### config.mk
export PLATFORM = sky130hd
export DESIGN_NAME = eiic_top
export DESIGN_NICKNAME = d
export VERILOG_FILES = /design/src/hdl/eiic_pkg.sv /design/src/hdl/eiic_edge_detect.sv /design/src/hdl/eiic_prio_enc.sv /design/src/hdl/eiic_top.sv
export VERILOG_INCLUDE_DIRS = /design/src /design/src/hdl
export SDC_FILE = /design/constraint.sdc
export NUM_CORES = 1
export LEC_CHECK = 0
export BUFFER_PORTS_ARGS = -buffer_cell sky130_fd_sc_hd__buf_2
export CAP_MARGIN = 20
export CORE_AREA = 2 2 179 181
export DETAILED_ROUTE_END_ITERATION = 8
export DIE_AREA = 0 0 181 183
export PLACE_DENSITY = 0.45
export SETUP_SLACK_MARGIN = 0.5
export SYNTH_ARGS = -nofsm -noshare
export SYNTH_HDL_FRONTEND = slang
export SYNTH_SLANG_ARGS = --single-unit
### constraint.sdc
create_clock -name I_CORE_CLK -period 6.4 [get_ports I_CORE_CLK]
set_clock_uncertainty 0.1 [all_clocks]
set_input_delay 1.28 -clock I_CORE_CLK [delete_from_list [all_inputs] [get_ports I_CORE_CLK]]
set_output_delay 1.28 -clock I_CORE_CLK [all_outputs]
set_load 0.005 [all_outputs]
### src/hdl/eiic_map.svh
// Overview of operation
// Pin-group edge sets that pin's request flag
// Flags survive acceptance; write 0 clears, 1 ignored
// Reset clears pin-group flag register to zero
// Twelve external sources: four dedicated, eight group
// Dedicated pins use first edge select bit
// Dedicated flag needs interrupt port mode set
// Dedicated enable 0 blocks recognition of request
// Dedicated pins 0..3 get vectors 4..7
// Group pins use second edge select bit
// Group enable 0 blocks recognition of request
// All group pins share vector eight
// Group flag sets even in general port use
// 21 internal requests, own flags, vectors 23..9
// Global mask bit 1 masks every request
// Highest priority pending wins, others stay pending
// Accept only with mask 0, else pending
// Finish instruction, then save PC and codes
// Exception entry sets global mask bit
// Make vector address, fetch handler, start there
// Software clears bits only while masked
// Clear colliding with request still takes exception
// Entry takes 1-13, 4, 2, 4, 4 states
// External pins synchronised before edge detection
`ifndef EIIC_MAP_SVH
`define EIIC_MAP_SVH

// Register word offsets (byte addresses)
`define EIIC_OFS_EDGE1      8'h00
`define EIIC_OFS_EDGE2      8'h04
`define EIIC_OFS_PORT_MODE  8'h08
`define EIIC_OFS_ENABLE1    8'h0C
`define EIIC_OFS_ENABLE3    8'h10
`define EIIC_OFS_INT_ENABLE 8'h14
`define EIIC_OFS_FLAGS1     8'h18
`define EIIC_OFS_FLAGS3     8'h1C
`define EIIC_OFS_INT_FLAGS  8'h20
`define EIIC_OFS_STATUS     8'h24

// Source counts
`define EIIC_NUM_DED 4
`define EIIC_NUM_PG  8
`define EIIC_NUM_INT 21
`define EIIC_NUM_SRC 26

// Reset values
`define EIIC_RST_BYTE  8'h00
`define EIIC_RST_WORD  32'h0000_0000

// Vector numbers
`define EIIC_VEC_DED_BASE 5'd4
`define EIIC_VEC_PG       5'd8
`define EIIC_VEC_INT_BASE 5'd9
`define EIIC_VEC_INT_SPAN 15

// Entry timing, in states; one state is one system clock cycle
`define EIIC_SAVE_STATES   4
`define EIIC_VEC_STATES    2
`define EIIC_IFETCH_STATES 4
`define EIIC_INTPROC_STATES 4
`define EIIC_SAVE_CYC    4'(`EIIC_SAVE_STATES - 1)
`define EIIC_VEC_CYC     4'(`EIIC_VEC_STATES - 1)
`define EIIC_IFETCH_CYC  4'(`EIIC_IFETCH_STATES - 1)
`define EIIC_INTPROC_CYC 4'(`EIIC_INTPROC_STATES - 1)

`endif

### src/hdl/eiic_pkg.sv
`include "eiic_map.svh"

package eiic_pkg;

  // Exception entry phases
  typedef enum logic [2:0]
  {
    EIIC_IDLE,
    EIIC_SAVE,
    EIIC_VFETCH,
    EIIC_IFETCH,
    EIIC_INTPROC
  } eiic_phase_t;

  // Whole state of the controller top
  typedef struct packed
  {
    eiic_phase_t                phase;
    logic [3:0]                 cnt;
    logic [4:0]                 vec_num;
    logic [15:0]                handler;
    logic [`EIIC_NUM_DED-1:0]   ded_edge_sel;
    logic [`EIIC_NUM_PG-1:0]    pg_edge_sel;
    logic [`EIIC_NUM_DED-1:0]   port_mode;
    logic [`EIIC_NUM_DED-1:0]   ded_enable;
    logic [`EIIC_NUM_PG-1:0]    pg_enable;
    logic [`EIIC_NUM_INT-1:0]   int_enable;
    logic [`EIIC_NUM_DED-1:0]   ded_flags;
    logic [`EIIC_NUM_PG-1:0]    pg_flags;
    logic [`EIIC_NUM_INT-1:0]   int_flags;
    logic                       ack;
    logic [31:0]                rdata;
    logic                       save_ctx;
    logic                       set_mask;
    logic                       vec_fetch;
    logic [15:0]                vec_addr;
    logic                       handler_start;
  } eiic_state_t;

endpackage : eiic_pkg

### src/hdl/eiic_edge_detect.sv
`timescale 1ns/10ps
`default_nettype none

module eiic_edge_detect #(
  parameter int N = 8
) (
  input  wire logic         i_clk,
  input  wire logic         i_reset,
  input  wire logic [N-1:0] i_pin,
  input  wire logic [N-1:0] i_rise_sel,
  output var  logic [N-1:0] o_edge
);

  typedef struct packed
  {
    logic [N-1:0] meta;
    logic [N-1:0] sync;
    logic [N-1:0] prev;
  } eiic_edge_state_t;

  eiic_edge_state_t st_reg;
  eiic_edge_state_t st_next;

  ////////////////////////////////////////////////////////////////////
  // Two-stage synchroniser then history
  always_comb
  begin
    st_next      = st_reg;
    st_next.meta = i_pin;
    st_next.sync = st_reg.meta;
    st_next.prev = st_reg.sync;
  end

  always_ff @(posedge i_clk)
  begin
    if (i_reset)
      st_reg <= '0;
    else
      st_reg <= st_next;
  end

  ////////////////////////////////////////////////////////////////////
  // One pulse per selected transition
  genvar g;
  generate
    for (g = 0; g < N; g++)
    begin : g_edge
      assign o_edge[g] = (st_reg.sync[g] ^ st_reg.prev[g])
                       & (st_reg.sync[g] == i_rise_sel[g]);
    end
  endgenerate

endmodule : eiic_edge_detect

`default_nettype wire

### src/hdl/eiic_prio_enc.sv
`timescale 1ns/10ps
`default_nettype none

module eiic_prio_enc
  import eiic_pkg::*;
#(
  parameter int N = `EIIC_NUM_SRC
) (
  input  wire logic [N-1:0] i_pending,
  output var  logic         o_valid,
  output var  logic [4:0]   o_vector
);

  // Source index to vector number
  function automatic logic [4:0] src_vector(input int idx);
    if (idx < `EIIC_NUM_DED)
      return `EIIC_VEC_DED_BASE + 5'(idx);
    else if (idx == `EIIC_NUM_DED)
      return `EIIC_VEC_PG;
    else
      return `EIIC_VEC_INT_BASE
           + 5'(((idx - `EIIC_NUM_DED - 1) * `EIIC_VEC_INT_SPAN)
                / `EIIC_NUM_INT);
  endfunction : src_vector

  ////////////////////////////////////////////////////////////////////
  // Lowest index wins; the rest stay pending in their flags
  always_comb
  begin
    o_valid  = 1'b0;
    o_vector = 5'h00;
    for (int i = N - 1; i >= 0; i--)
    begin
      if (i_pending[i])
      begin
        o_valid  = 1'b1;
        o_vector = src_vector(i);
      end
    end
  end

endmodule : eiic_prio_enc

`default_nettype wire

### src/hdl/eiic_top.sv
// Our own choices: register access over Wishbone and the placing of the registers.
`timescale 1ns/10ps
`default_nettype none

module eiic_top
  import eiic_pkg::*;
(
  input  wire logic                     I_CORE_CLK,
  input  wire logic                     I_RESET,
  input  wire logic                     I_WB_CYC,
  input  wire logic                     I_WB_STB,
  input  wire logic                     I_WB_WE,
  input  wire logic [7:0]               I_WB_ADR,
  input  wire logic [3:0]               I_WB_SEL,
  input  wire logic [31:0]              I_WB_DAT,
  output var  logic [31:0]              O_WB_DAT,
  output var  logic                     O_WB_ACK,
  input  wire logic [`EIIC_NUM_DED-1:0] I_DEDICATED_REQUEST_PIN,
  input  wire logic [`EIIC_NUM_PG-1:0]  I_PIN_GROUP_REQUEST_PIN,
  input  wire logic [`EIIC_NUM_INT-1:0] I_INTERNAL_REQ,
  input  wire logic                     I_MASK_BIT,
  input  wire logic                     I_INSN_DONE,
  input  wire logic [15:0]              I_VEC_DATA,
  output var  logic                     O_SAVE_CTX,
  output var  logic                     O_SET_MASK,
  output var  logic                     O_VEC_FETCH,
  output var  logic [15:0]              O_VEC_ADDR,
  output var  logic                     O_HANDLER_START,
  output var  logic [15:0]              O_HANDLER_ADDR,
  output var  logic [4:0]               O_VEC_NUM
);

  import eiic_pkg::*;

  eiic_state_t              st_reg;
  eiic_state_t              st_next;
  logic [`EIIC_NUM_DED-1:0] ded_edge;
  logic [`EIIC_NUM_PG-1:0]  pg_edge;
  logic [`EIIC_NUM_SRC-1:0] pending;
  logic                     sel_valid;
  logic [4:0]               sel_vector;
  logic                     bus_req;
  logic                     wr_now;
  logic [3:0]               wr_idx;
  logic [3:0]               rd_idx;
  logic [31:0]              rd_word;
  logic [31:0]              wmask;
  logic                     take;
  logic [`EIIC_NUM_DED-1:0] ded_pend;
  logic                     pg_pend;
  logic [`EIIC_NUM_INT-1:0] int_pend;
  logic                     clr_ded;
  logic                     clr_pg;
  logic                     clr_int;
  logic                     accept;

  ////////////////////////////////////////////////////////////////////
  // Register index from byte address, 4'hF when unmapped
  function automatic logic [3:0] reg_index(input logic [7:0] adr);
    if (adr == `EIIC_OFS_EDGE1)
      return 4'h0;
    else if (adr == `EIIC_OFS_EDGE2)
      return 4'h1;
    else if (adr == `EIIC_OFS_PORT_MODE)
      return 4'h2;
    else if (adr == `EIIC_OFS_ENABLE1)
      return 4'h3;
    else if (adr == `EIIC_OFS_ENABLE3)
      return 4'h4;
    else if (adr == `EIIC_OFS_INT_ENABLE)
      return 4'h5;
    else if (adr == `EIIC_OFS_FLAGS1)
      return 4'h6;
    else if (adr == `EIIC_OFS_FLAGS3)
      return 4'h7;
    else if (adr == `EIIC_OFS_INT_FLAGS)
      return 4'h8;
    else if (adr == `EIIC_OFS_STATUS)
      return 4'h9;
    else
      return 4'hF;
  endfunction : reg_index

  // Merge byte-enabled write data into an old value
  function automatic logic [31:0] merge(input logic [31:0] old,
                                        input logic [31:0] wd,
                                        input logic [31:0] m);
    return (old & ~m) | (wd & m);
  endfunction : merge

  ////////////////////////////////////////////////////////////////////
  // Edge detectors for the twelve external pins
  eiic_edge_detect #(
    .N (`EIIC_NUM_DED)
  ) u_ded_edge (
    .i_clk      (I_CORE_CLK),
    .i_reset    (I_RESET),
    .i_pin      (I_DEDICATED_REQUEST_PIN),
    .i_rise_sel (st_reg.ded_edge_sel),
    .o_edge     (ded_edge)
  );

  // Pin-group pins, edge per second select register
  eiic_edge_detect #(
    .N (`EIIC_NUM_PG)
  ) u_pg_edge (
    .i_clk      (I_CORE_CLK),
    .i_reset    (I_RESET),
    .i_pin      (I_PIN_GROUP_REQUEST_PIN),
    .i_rise_sel (st_reg.pg_edge_sel),
    .o_edge     (pg_edge)
  );

  ////////////////////////////////////////////////////////////////////
  // Enabled and flagged sources, grouped
  assign ded_pend = st_reg.ded_flags & st_reg.ded_enable;
  assign pg_pend  = |(st_reg.pg_flags & st_reg.pg_enable);
  assign int_pend = st_reg.int_flags & st_reg.int_enable;

  // Index 0 is the highest priority
  assign pending  = {int_pend, pg_pend, ded_pend};

  // Fixed-order winner among pending sources
  eiic_prio_enc #(
    .N (`EIIC_NUM_SRC)
  ) u_prio (
    .i_pending (pending),
    .o_valid   (sel_valid),
    .o_vector  (sel_vector)
  );

  ////////////////////////////////////////////////////////////////////
  // Bus decode
  assign bus_req = I_WB_CYC & I_WB_STB;
  assign wr_now  = bus_req & I_WB_WE & st_reg.ack;
  assign wr_idx  = reg_index(I_WB_ADR);
  assign rd_idx  = reg_index(I_WB_ADR);
  assign wmask   = {{8{I_WB_SEL[3]}}, {8{I_WB_SEL[2]}},
                    {8{I_WB_SEL[1]}}, {8{I_WB_SEL[0]}}};

  // One request taken per access
  assign take    = bus_req & ~st_reg.ack;

  // Write-0 clear strobes per flag register
  assign clr_ded = wr_now & (wr_idx == 4'h6);
  assign clr_pg  = wr_now & (wr_idx == 4'h7);
  assign clr_int = wr_now & (wr_idx == 4'h8);

  // Acceptance: unmasked winner at an instruction boundary
  assign accept  = sel_valid & ~I_MASK_BIT & I_INSN_DONE
                 & (st_reg.phase == EIIC_IDLE);

  // Read multiplexer, narrow registers zero-extended
  always_comb
  begin
    rd_word = `EIIC_RST_WORD;
    case (rd_idx)
      4'h0: rd_word[`EIIC_NUM_DED-1:0] = st_reg.ded_edge_sel;
      4'h1: rd_word[`EIIC_NUM_PG-1:0]  = st_reg.pg_edge_sel;
      4'h2: rd_word[`EIIC_NUM_DED-1:0] = st_reg.port_mode;
      4'h3: rd_word[`EIIC_NUM_DED-1:0] = st_reg.ded_enable;
      4'h4: rd_word[`EIIC_NUM_PG-1:0]  = st_reg.pg_enable;
      4'h5: rd_word[`EIIC_NUM_INT-1:0] = st_reg.int_enable;
      4'h6: rd_word[`EIIC_NUM_DED-1:0] = st_reg.ded_flags;
      4'h7: rd_word[`EIIC_NUM_PG-1:0]  = st_reg.pg_flags;
      4'h8: rd_word[`EIIC_NUM_INT-1:0] = st_reg.int_flags;
      4'h9:
      begin
        rd_word[0]    = I_MASK_BIT;
        rd_word[1]    = (st_reg.phase != EIIC_IDLE);
        rd_word[6:2]  = st_reg.vec_num;
        rd_word[11:7] = sel_vector;
        rd_word[12]   = sel_valid;
      end
      default: rd_word = `EIIC_RST_WORD;
    endcase
  end

  ////////////////////////////////////////////////////////////////////
  // Next state: bus slave, flags, exception entry
  always_comb
  begin
    logic [31:0] clr;
    clr     = 32'hFFFF_FFFF;
    st_next = st_reg;

    // Classic single-wait-state acknowledge with registered data
    st_next.ack   = take;
    st_next.rdata = take ? rd_word : `EIIC_RST_WORD;

    // Control register writes at the acknowledge edge
    if (wr_now)
    begin
      case (wr_idx)
        4'h0: st_next.ded_edge_sel = 4'(merge(32'(st_reg.ded_edge_sel), I_WB_DAT,
                                              wmask));
        4'h1: st_next.pg_edge_sel  = 8'(merge(32'(st_reg.pg_edge_sel), I_WB_DAT,
                                              wmask));
        4'h2: st_next.port_mode    = 4'(merge(32'(st_reg.port_mode), I_WB_DAT,
                                              wmask));
        4'h3: st_next.ded_enable   = 4'(merge(32'(st_reg.ded_enable), I_WB_DAT,
                                              wmask));
        4'h4: st_next.pg_enable    = 8'(merge(32'(st_reg.pg_enable), I_WB_DAT,
                                              wmask));
        4'h5: st_next.int_enable   = 21'(merge(32'(st_reg.int_enable), I_WB_DAT,
                                               wmask));
        default:
        begin
          // Flags, status, unmapped: no control write
          st_next.ack = take;
        end
      endcase
    end

    // Flag writes: zero in an enabled lane clears, one keeps
    if (wr_now)
      clr = I_WB_DAT | ~wmask;

    // Set beats clear in the same cycle; acceptance leaves flags alone
    st_next.ded_flags = st_reg.ded_flags
                        & (clr_ded ? clr[`EIIC_NUM_DED-1:0]
                                   : {`EIIC_NUM_DED{1'b1}})
                        | (ded_edge & st_reg.port_mode);

    // Pin-group flags set on any selected edge
    st_next.pg_flags  = st_reg.pg_flags
                        & (clr_pg ? clr[`EIIC_NUM_PG-1:0]
                                  : {`EIIC_NUM_PG{1'b1}})
                        | pg_edge;

    // Internal flags set by each request pulse
    st_next.int_flags = st_reg.int_flags
                        & (clr_int ? clr[`EIIC_NUM_INT-1:0]
                                   : {`EIIC_NUM_INT{1'b1}})
                        | I_INTERNAL_REQ;

    // One-cycle strobes default low
    st_next.set_mask      = 1'b0;
    st_next.handler_start = 1'b0;

    // Exception entry sequencer
    case (st_reg.phase)
      EIIC_IDLE:
      begin
        // Accept at an instruction boundary only while unmasked
        if (accept)
        begin
          st_next.phase    = EIIC_SAVE;
          st_next.cnt      = `EIIC_SAVE_CYC;
          st_next.vec_num  = sel_vector;
          st_next.save_ctx = 1'b1;
          st_next.set_mask = 1'b1;
        end
      end

      // Stack save of counter and codes
      EIIC_SAVE:
      begin
        if (st_reg.cnt == 4'h0)
        begin
          st_next.phase     = EIIC_VFETCH;
          st_next.cnt       = `EIIC_VEC_CYC;
          st_next.save_ctx  = 1'b0;
          st_next.vec_fetch = 1'b1;
          st_next.vec_addr  = {10'h000, st_reg.vec_num, 1'b0};
        end
        else
          st_next.cnt = st_reg.cnt - 4'h1;
      end

      // Vector fetch, handler taken on last state
      EIIC_VFETCH:
      begin
        if (st_reg.cnt == 4'h0)
        begin
          st_next.phase     = EIIC_IFETCH;
          st_next.cnt       = `EIIC_IFETCH_CYC;
          st_next.vec_fetch = 1'b0;
          st_next.handler   = I_VEC_DATA;
        end
        else
          st_next.cnt = st_reg.cnt - 4'h1;
      end

      // Handler instruction fetch
      EIIC_IFETCH:
      begin
        if (st_reg.cnt == 4'h0)
        begin
          st_next.phase = EIIC_INTPROC;
          st_next.cnt   = `EIIC_INTPROC_CYC;
        end
        else
          st_next.cnt = st_reg.cnt - 4'h1;
      end

      // Internal processing, then start
      EIIC_INTPROC:
      begin
        if (st_reg.cnt == 4'h0)
        begin
          st_next.phase         = EIIC_IDLE;
          st_next.handler_start = 1'b1;
        end
        else
          st_next.cnt = st_reg.cnt - 4'h1;
      end

      // Unused phase codes fall back to idle
      default:
        st_next.phase = EIIC_IDLE;
    endcase
  end

  ////////////////////////////////////////////////////////////////////
  // State register, all cleared on reset
  always_ff @(posedge I_CORE_CLK)
  begin
    if (I_RESET)
    begin
      st_reg          <= '0;
      st_reg.phase    <= EIIC_IDLE;
      st_reg.pg_flags <= `EIIC_RST_BYTE;
    end
    else
      st_reg <= st_next;
  end

  ////////////////////////////////////////////////////////////////////
  // Outputs straight from the state register
  assign O_WB_DAT        = st_reg.rdata;
  assign O_WB_ACK        = st_reg.ack;

  // Entry strobes and handler address to the core
  assign O_SAVE_CTX      = st_reg.save_ctx;
  assign O_SET_MASK      = st_reg.set_mask;
  assign O_VEC_FETCH     = st_reg.vec_fetch;
  assign O_VEC_ADDR      = st_reg.vec_addr;
  assign O_HANDLER_START = st_reg.handler_start;
  assign O_HANDLER_ADDR  = st_reg.handler;
  assign O_VEC_NUM       = st_reg.vec_num;

endmodule : eiic_top

`default_nettype wire

==> key figures, run 1 <==
Detailed routing
  – Routed WL: ~23,000 um
  – DR vias: approximately 6,400
  – Number of design rule violations left after detail routing: 2
  – Routed WL per cell: roughly 17 um
  – Remaining number of nets flagged by the antenna check after routing: 0
  – Drt pass-1 iters: 7
  – Average vias per placed instance: 4.638
  – DR iter-0 viols: 584

CTS
  – Quantity of gates resized following cts: 0
  – Hold buffer count at cts: 0
  – Clock Latency Late Sink: 440 ps
  – Clk pin slew, worst setup/hold paths: approximately 70 ps
  – CTS Root Buffer Type: clkbuf_16
  – H-tree levels: 4
  – Number of buffers created by CTS: 17
  – Clock sink count: between 150 and 200
  – Max Root-Sink Buffers: 2
  – Clock tree from TritonCTS: built
  – Post-CTS setup buffer count: 0

Logic synthesis
  – Number of standard cells after synthesis: roughly 900
  – Number of register bits inferred by synthesis: approximately 180
  – Main area contributors after synthesis: dfxtp_1 (46%), buf_4 (6.7%), mux2i_1 (5.7%)
  – Cell taking the most area after synthesis: dfxtp_1
  – Share of the synthesized area in the top cell type: 0.4597
  – Count of cell types in the netlist: a little over 50
  – Avg Cell Area, Syn: roughly 8.6 um2
  – Mapped cell area: 7709 um2
  – Yosys synthesis warning count: 0
  – Part of the Yosys area used for sequential elements: 0.4597

Timing
  – Slew at the pin closest to its max-slew limit: 1031 ps
  – Final Hold Fails: 0
  – Final critical-path setup slack: between 2000 and 3000 ps
  – Slew headroom: 0.3129
  – RSZ-0062 raised after global routing: false
  – Setup tns final: 0 ps
  – Fin crit period: between 3000 and 4000 ps
  – Setup violation total in the final timing report: 0
  – Final max-slew violation count: 0
  – Highest Clock Rate: between 0.2 and 0.3 GHz
  – Portion of the clock cycle consumed by the worst path in the final layout: 0.5652

Floorplan
  – Horizontal die dimension: 181 um
  – # rows: between 60 and 70
  – Height of the die: ~180 um
  – Core footprint: roughly 31,000 um2
  – Number of primary I/O pins: roughly 170
  – Initial standard-cell utilization of the core: 0.2468
  – Die Outline Area: 33,120 um2

Placement
  – Placement Cell Area: roughly 8300 um2
  – Quantity of I/O buffers inserted on ports: 139
  – Global placement routability congestion: ~0.86
  – Post-detail-place hpwl: around 17,000 um
  – Place WS: approximately 2100 ps

Power and ir drop
  – Comb pwr share: 0.054
  – Maximum resistive drop on vdd: 182.6 uV
  – Internal power consumption: between 1.5 and 2 mW
  – Lkg Pwr: between 3 and 4 nW
  – Share of total power in sequential cells: 0.504
  – Pwr Total: 2.268 mW
  – Sw power: about 570 uW
  – Total power divided by cell area: 254.8 nW/um2
  – Share of total power consumed by net switching: 0.2534
  – Clk network pwr share: 0.442

Global routing
  – Maximum number of pins on one net before global-route repair: 97
  – Total routing resource utilization after global routing: 0.1413
  – Wire length of the first global-routing pass: around 36,000 um
  – Vias in the first global route: ~6,000
  – Global route overflow: 0
  – Number of antenna violations at the first check in global routing: 3

Critical path
  – Critical-path cell with the highest stage delay: nor2_1
  – Worst path required time: ~6600 ps
  – R2r endpoint: st_reg[159]
  – Startpoint type of the worst setup path: input pin
  – Critical path, cell by cell: buf_2 > nor3_1 > nand2_1 > nor2_1 > buf_4 > and3_1 > mux2i_1 > nor2_1
  – Kind of end point of the critical path: flop
  – Delay of the slowest cell on the worst path: approximately 520 ps
  – Max FO, Critical Path: 8
  – Data arrival at the endpoint of the critical path: roughly 3800 ps
  – Logic depth of the worst register-to-register path: 6
  – Dominant cell type by count on the critical path: nor2_1
  – R2r setup slk: around 4000 ps
  – Critical path class: input pin to flop
  – FF-to-FF Start: st_reg[68]

Final layout
  – Layout cell share with drive strength beyond 1: 0.1994
  – Combined area of the multi-input logic cells: between 3000 and 4000 um2
  – Most common cell after layout, fill and taps aside: dfxtp_1
  – Area of all placed cells without fillers: roughly 8900 um2
  – Final net count: around 1,100
  – FF/Latch Area: between 3000 and 4000 um2
  – Commonest cells after routing, fill and taps aside: dfxtp_1 (177), buf_2 (138), nand2_1 (97)
  – Fillers: 3,461
  – Layout overhead on the synthesized area: 15.47%
  – Share of the core filled with cells: 0.2850

Hold path
  – Hold path cells: 1
  – Type of the worst min-delay path: flop to flop
  – Hold Crit Start: u_pg_edge.st_next[14]
  – Endpoint of the worst hold path: u_pg_edge.st_next[6]

Run status
  – Failing checks: design-rule violations
  – Status: complete, but fails checks

Job
  – Max-capacitance violation count: 0
==> cells by family after synthesis <==
family                   Yosys count  share of synthesized area
AO/OA/AOI/OAI                    210                     0.1704
multiplexers                      47                    0.06152
other                              1                  0.0004865
buffers and inverters            141                     0.1026
AND/OR/NAND/NOR                  316                     0.2014
XOR/XNOR                           2                   0.002273
flip-flops                       177                     0.4597
adder cells (fa/ha/maj)            1                   0.001623
==> cell type report <==
| cell class | instances | share of cell area |
|---|---|---|
| Inverter | 27 | 0.01139 |
| Clock buffer | 20 | 0.05131 |
| Tap cell | 402 | 0.05651 |
| Antenna cell | 2 | 0.0005623 |
| Multi-Input combinational cell | 598 | 0.3885 |
| Timing Repair Buffer | 145 | 0.08350 |
| Sequential cell | 177 | 0.3981 |
| Clock inverter | 11 | 0.01012 |
==> through the flow <==
stage,hold slack (ps),cells
CTS,341.6,1379
detailed placement,324.6,1348
floorplan,313.8,916
global route,348.0,1381
finish,337.7,1382
global placement,328.1,1348
==> worst max-delay path, delay by kind of cell <==
family,cells,cell delay [ps]
buf+inv,2,430
mux,1,240
simple gates,5,1840
==> cells in the mapped netlist (all sizes together) <==
cell type	n
dfxtp	177
nand2	97
nor2	89
a21oi	72
buf	71
o21ai	48
mux2i	44
clkbuf	43
nor2b	43
a22oi	30
inv	27
nand3	25
a31oi	18
a222oi	13
nor3	11
nand3b	10
a221oi	9
or3b	8
and2	6
and3	6
a22o	5
or3	5
nand4	4
nor4	4
o22ai	4
a211oi	3
mux2	3
nand2b	3
and4	2
a2111oi	1
a31o	1
a32o	1
a41oi	1
conb	1
ha	1
nand4b	1
nor4b	1
o2111ai	1
o21a	1
o21bai	1
o311ai	1
or2	1
xnor2	1
xor2	1
==> metal layers <==
layer	part of all wire	GRT usage	vias up
li1	-	-	3182
met1	0.48	0.1905	3020
met2	0.45	0.2214	181
met3	0.051	0.03336	27
met4	0.020	0.04943	0
met5	0	0	-
==> power by group through the flow <==
| stage | clock [mW] | combinational (mW) | sequential [mW] |
|---|---|---|---|
| floorplan | 0 | 0.0794 | 1.16 |
| global placement | 0 | 0.122 | 1.17 |
| detailed placement | 0 | 0.123 | 1.17 |
| CTS | 1.03 | 0.123 | 1.14 |
| global route | 1.07 | 0.139 | 1.15 |
| finish | 1.00 | 0.123 | 1.14 |
==> how the worst max path moves through the flow <==
| stage | start | end | slack [ps] | cells past startpoint |
|---|---|---|---|---|
| global placement | I_WB_ADR[3] | flop | 2200 | 7 |
| floorplan | I_WB_ADR[1] | flop | 3480 | 7 |
| finish | I_WB_ADR[3] | flop | 2780 | 8 |
| CTS | I_WB_ADR[3] | flop | 2570 | 7 |
| global route | I_WB_ADR[4] | st_reg[65] | 2690 | 8 |
| detailed placement | I_WB_ADR[3] | flop | 2110 | 7 |
Note: power is estimated with default switching activity, not from simulation.
==> run 2, diff against run 1 <==
--- a/config.mk
+++ b/config.mk
@@ -11,7 +11,7 @@
 export CORE_AREA = 2 2 179 181
 export DETAILED_ROUTE_END_ITERATION = 8
 export DIE_AREA = 0 0 181 183
-export PLACE_DENSITY = 0.45
+export PLACE_DENSITY = 0.46
 export SETUP_SLACK_MARGIN = 0.5
 export SYNTH_ARGS = -nofsm -noshare
 export SYNTH_HDL_FRONTEND = slang
==> constraint.sdc (replaced) <==
create_clock -name I_CORE_CLK -period 3.1 [get_ports I_CORE_CLK]
set_clock_uncertainty 0.1 [all_clocks]
set_input_delay 0.62 -clock I_CORE_CLK [delete_from_list [all_inputs] [get_ports I_CORE_CLK]]
set_output_delay 0.62 -clock I_CORE_CLK [all_outputs]
set_load 0.005 [all_outputs]
==> run 2 against run 1 <==
Compared with the run above:
- the run now ends clean
- die area stayed put
- combinational power is 110% higher
- count of clock-buffer cells in the layout is 1 higher
- sequential power is 110% higher
- routed wire length is 1.4% lower
- cell area is 2.4% higher
- core utilization is 0.68 points higher
- critical path type unchanged
==> key figures, run 2 (same netlist as run 1, synthesis figures left out) <==
Run status
  – Status: completed

Detailed routing
  – Routed WL: roughly 23,000 um
  – Remaining number of nets flagged by the antenna check after routing: 0
  – Average vias per placed instance: 4.610
  – Number of design rule violations left after detail routing: 0
  – DR iter-0 viols: 600
  – DR vias: 6,445
  – Routed WL per cell: about 17 um
  – Drt pass-1 iters: 6

Critical path
  – Data arrival at the endpoint of the critical path: between 2000 and 3000 ps
  – Kind of end point of the critical path: flop
  – Worst path required time: approximately 3300 ps
  – Startpoint type of the worst setup path: input pin
  – Max FO, Critical Path: 17
  – Critical path class: input pin to flop

Final layout
  – Most common cell after layout, fill and taps aside: dfxtp_1
  – Layout cell share with drive strength beyond 1: 0.2141
  – Area of all placed cells without fillers: just over 9000 um2
  – Commonest cells after routing, fill and taps aside: dfxtp_1 (177), buf_2 (138), nand2_1 (97)
  – Layout overhead on the synthesized area: 18.21%
  – Share of the core filled with cells: 0.2918
  – Fillers: between 3,000 and 4,000
  – Final net count: 1,083

Timing
  – Slew headroom: 0.5033
  – Final max-slew violation count: 0
  – Portion of the clock cycle consumed by the worst path in the final layout: 0.7748
  – RSZ-0062 raised after global routing: false
  – Final Hold Fails: 0
  – Slew at the pin closest to its max-slew limit: between 700 and 800 ps
  – Highest Clock Rate: about 0.42 GHz
  – Setup violation total in the final timing report: 0
  – Fin crit period: approximately 2400 ps
  – Setup tns final: 0 ps
  – Final critical-path setup slack: approximately 700 ps

Global routing
  – Global route overflow: 0
  – Number of antenna violations at the first check in global routing: 4
  – Vias in the first global route: a little over 6,000
  – Total routing resource utilization after global routing: 0.1400
  – Maximum number of pins on one net before global-route repair: 156
  – Wire length of the first global-routing pass: around 36,000 um

Floorplan
  – Number of primary I/O pins: 174
  – Core footprint: roughly 31,000 um2
  – Height of the die: between 150 and 200 um
  – Die Outline Area: 33,120 um2
  – # rows: 65
  – Horizontal die dimension: approximately 180 um
  – Initial standard-cell utilization of the core: 0.2468

Power and ir drop
  – Lkg Pwr: around 3.6 nW
  – Pwr Total: around 4.9 mW
  – Total power divided by cell area: 537.7 nW/um2
  – Maximum resistive drop on vdd: around 370 uV

CTS
  – Clk pin slew, worst setup/hold paths: around 70 ps
  – Post-CTS setup buffer count: 0
  – Number of buffers created by CTS: 17
  – CTS Root Buffer Type: clkbuf_16
  – Clock sink count: 177
  – Max Root-Sink Buffers: 2
  – Clock Latency Late Sink: around 440 ps
  – Clock tree from TritonCTS: built
  – Quantity of gates resized following cts: 0
  – H-tree levels: 4
  – Hold buffer count at cts: 0

Placement
  – Placement Cell Area: 8491 um2
  – Global placement routability congestion: 0.8515
  – Place WS: approximately 330 ps
  – Post-detail-place hpwl: around 17,000 um
  – Quantity of I/O buffers inserted on ports: around 140

Hold path
  – Type of the worst min-delay path: input pin to flop

Job
  – Max-capacitance violation count: 0
-- run 2: cell types whose count changed in the layout (fill, tap and decap cells not counted), moves of 2 or more --
cell,change
bufinv_16,+2
buf_4,+15
clkinv_2,-2
inv_6,-2
clkbuf_8,+2
-- run 2: cell type report --
class,instances,area [um2],area share
Antenna cell,1,2.502,0.0002746
Clock buffer,21,480.5,0.05273
Clock inverter,11,138.9,0.01524
Inverter,27,101.3,0.01112
Multi-Input combinational cell,598,3467,0.3805
Sequential cell,177,3543,0.3889
Tap cell,402,503.0,0.05520
Timing Repair Buffer,161,875.8,0.09611
-- run 2: stage by stage --
stage,instances,hold slack [ps]
after floorplan,916,313.8
after global placement,1365,324.9
after detailed placement,1365,321.2
after CTS,1397,264.4
after global routing,1397,270.2
final,1398,286.1
-- run 2: per-layer routing --
layer	wire length [um]	share of wire	GRT usage
met1	11030	0.48	0.1892
met4	610	0.026	0.05593
met5	34	0.0015	0
met3	1218	0.053	0.03197
met2	10200	0.44	0.2165
-- run 2: final timing paths --
kind                                                 start               endpoint  slack [ps]  cells past startpoint
worst max register to register                  st_reg[71]            st_reg[158]         700                      6
worst min register to register       u_pg_edge.st_next[12]   u_pg_edge.st_next[4]         340                      1
worst max-delay path                           I_WB_ADR[1]                   flop         700                      8
worst min-delay path            I_DEDICATED_REQUEST_PIN[1]  u_ded_edge.st_next[5]         290                      2
-- run 2: worst max-delay path, stage by stage --
cell	delay, ps
buf_2	110
nor3_1	460
nand2_1	270
nor2_1	220
buf_4	250
and3_1	370
mux2i_1	240
nor2_1	50
-- run 2: power by group --
part	switching [mW]	leakage, nW	internal (mW)
Sequential	0.0393	1.44	2.32
Combinational	0.159	1.85	0.0963
Clock	0.991	0.299	1.29
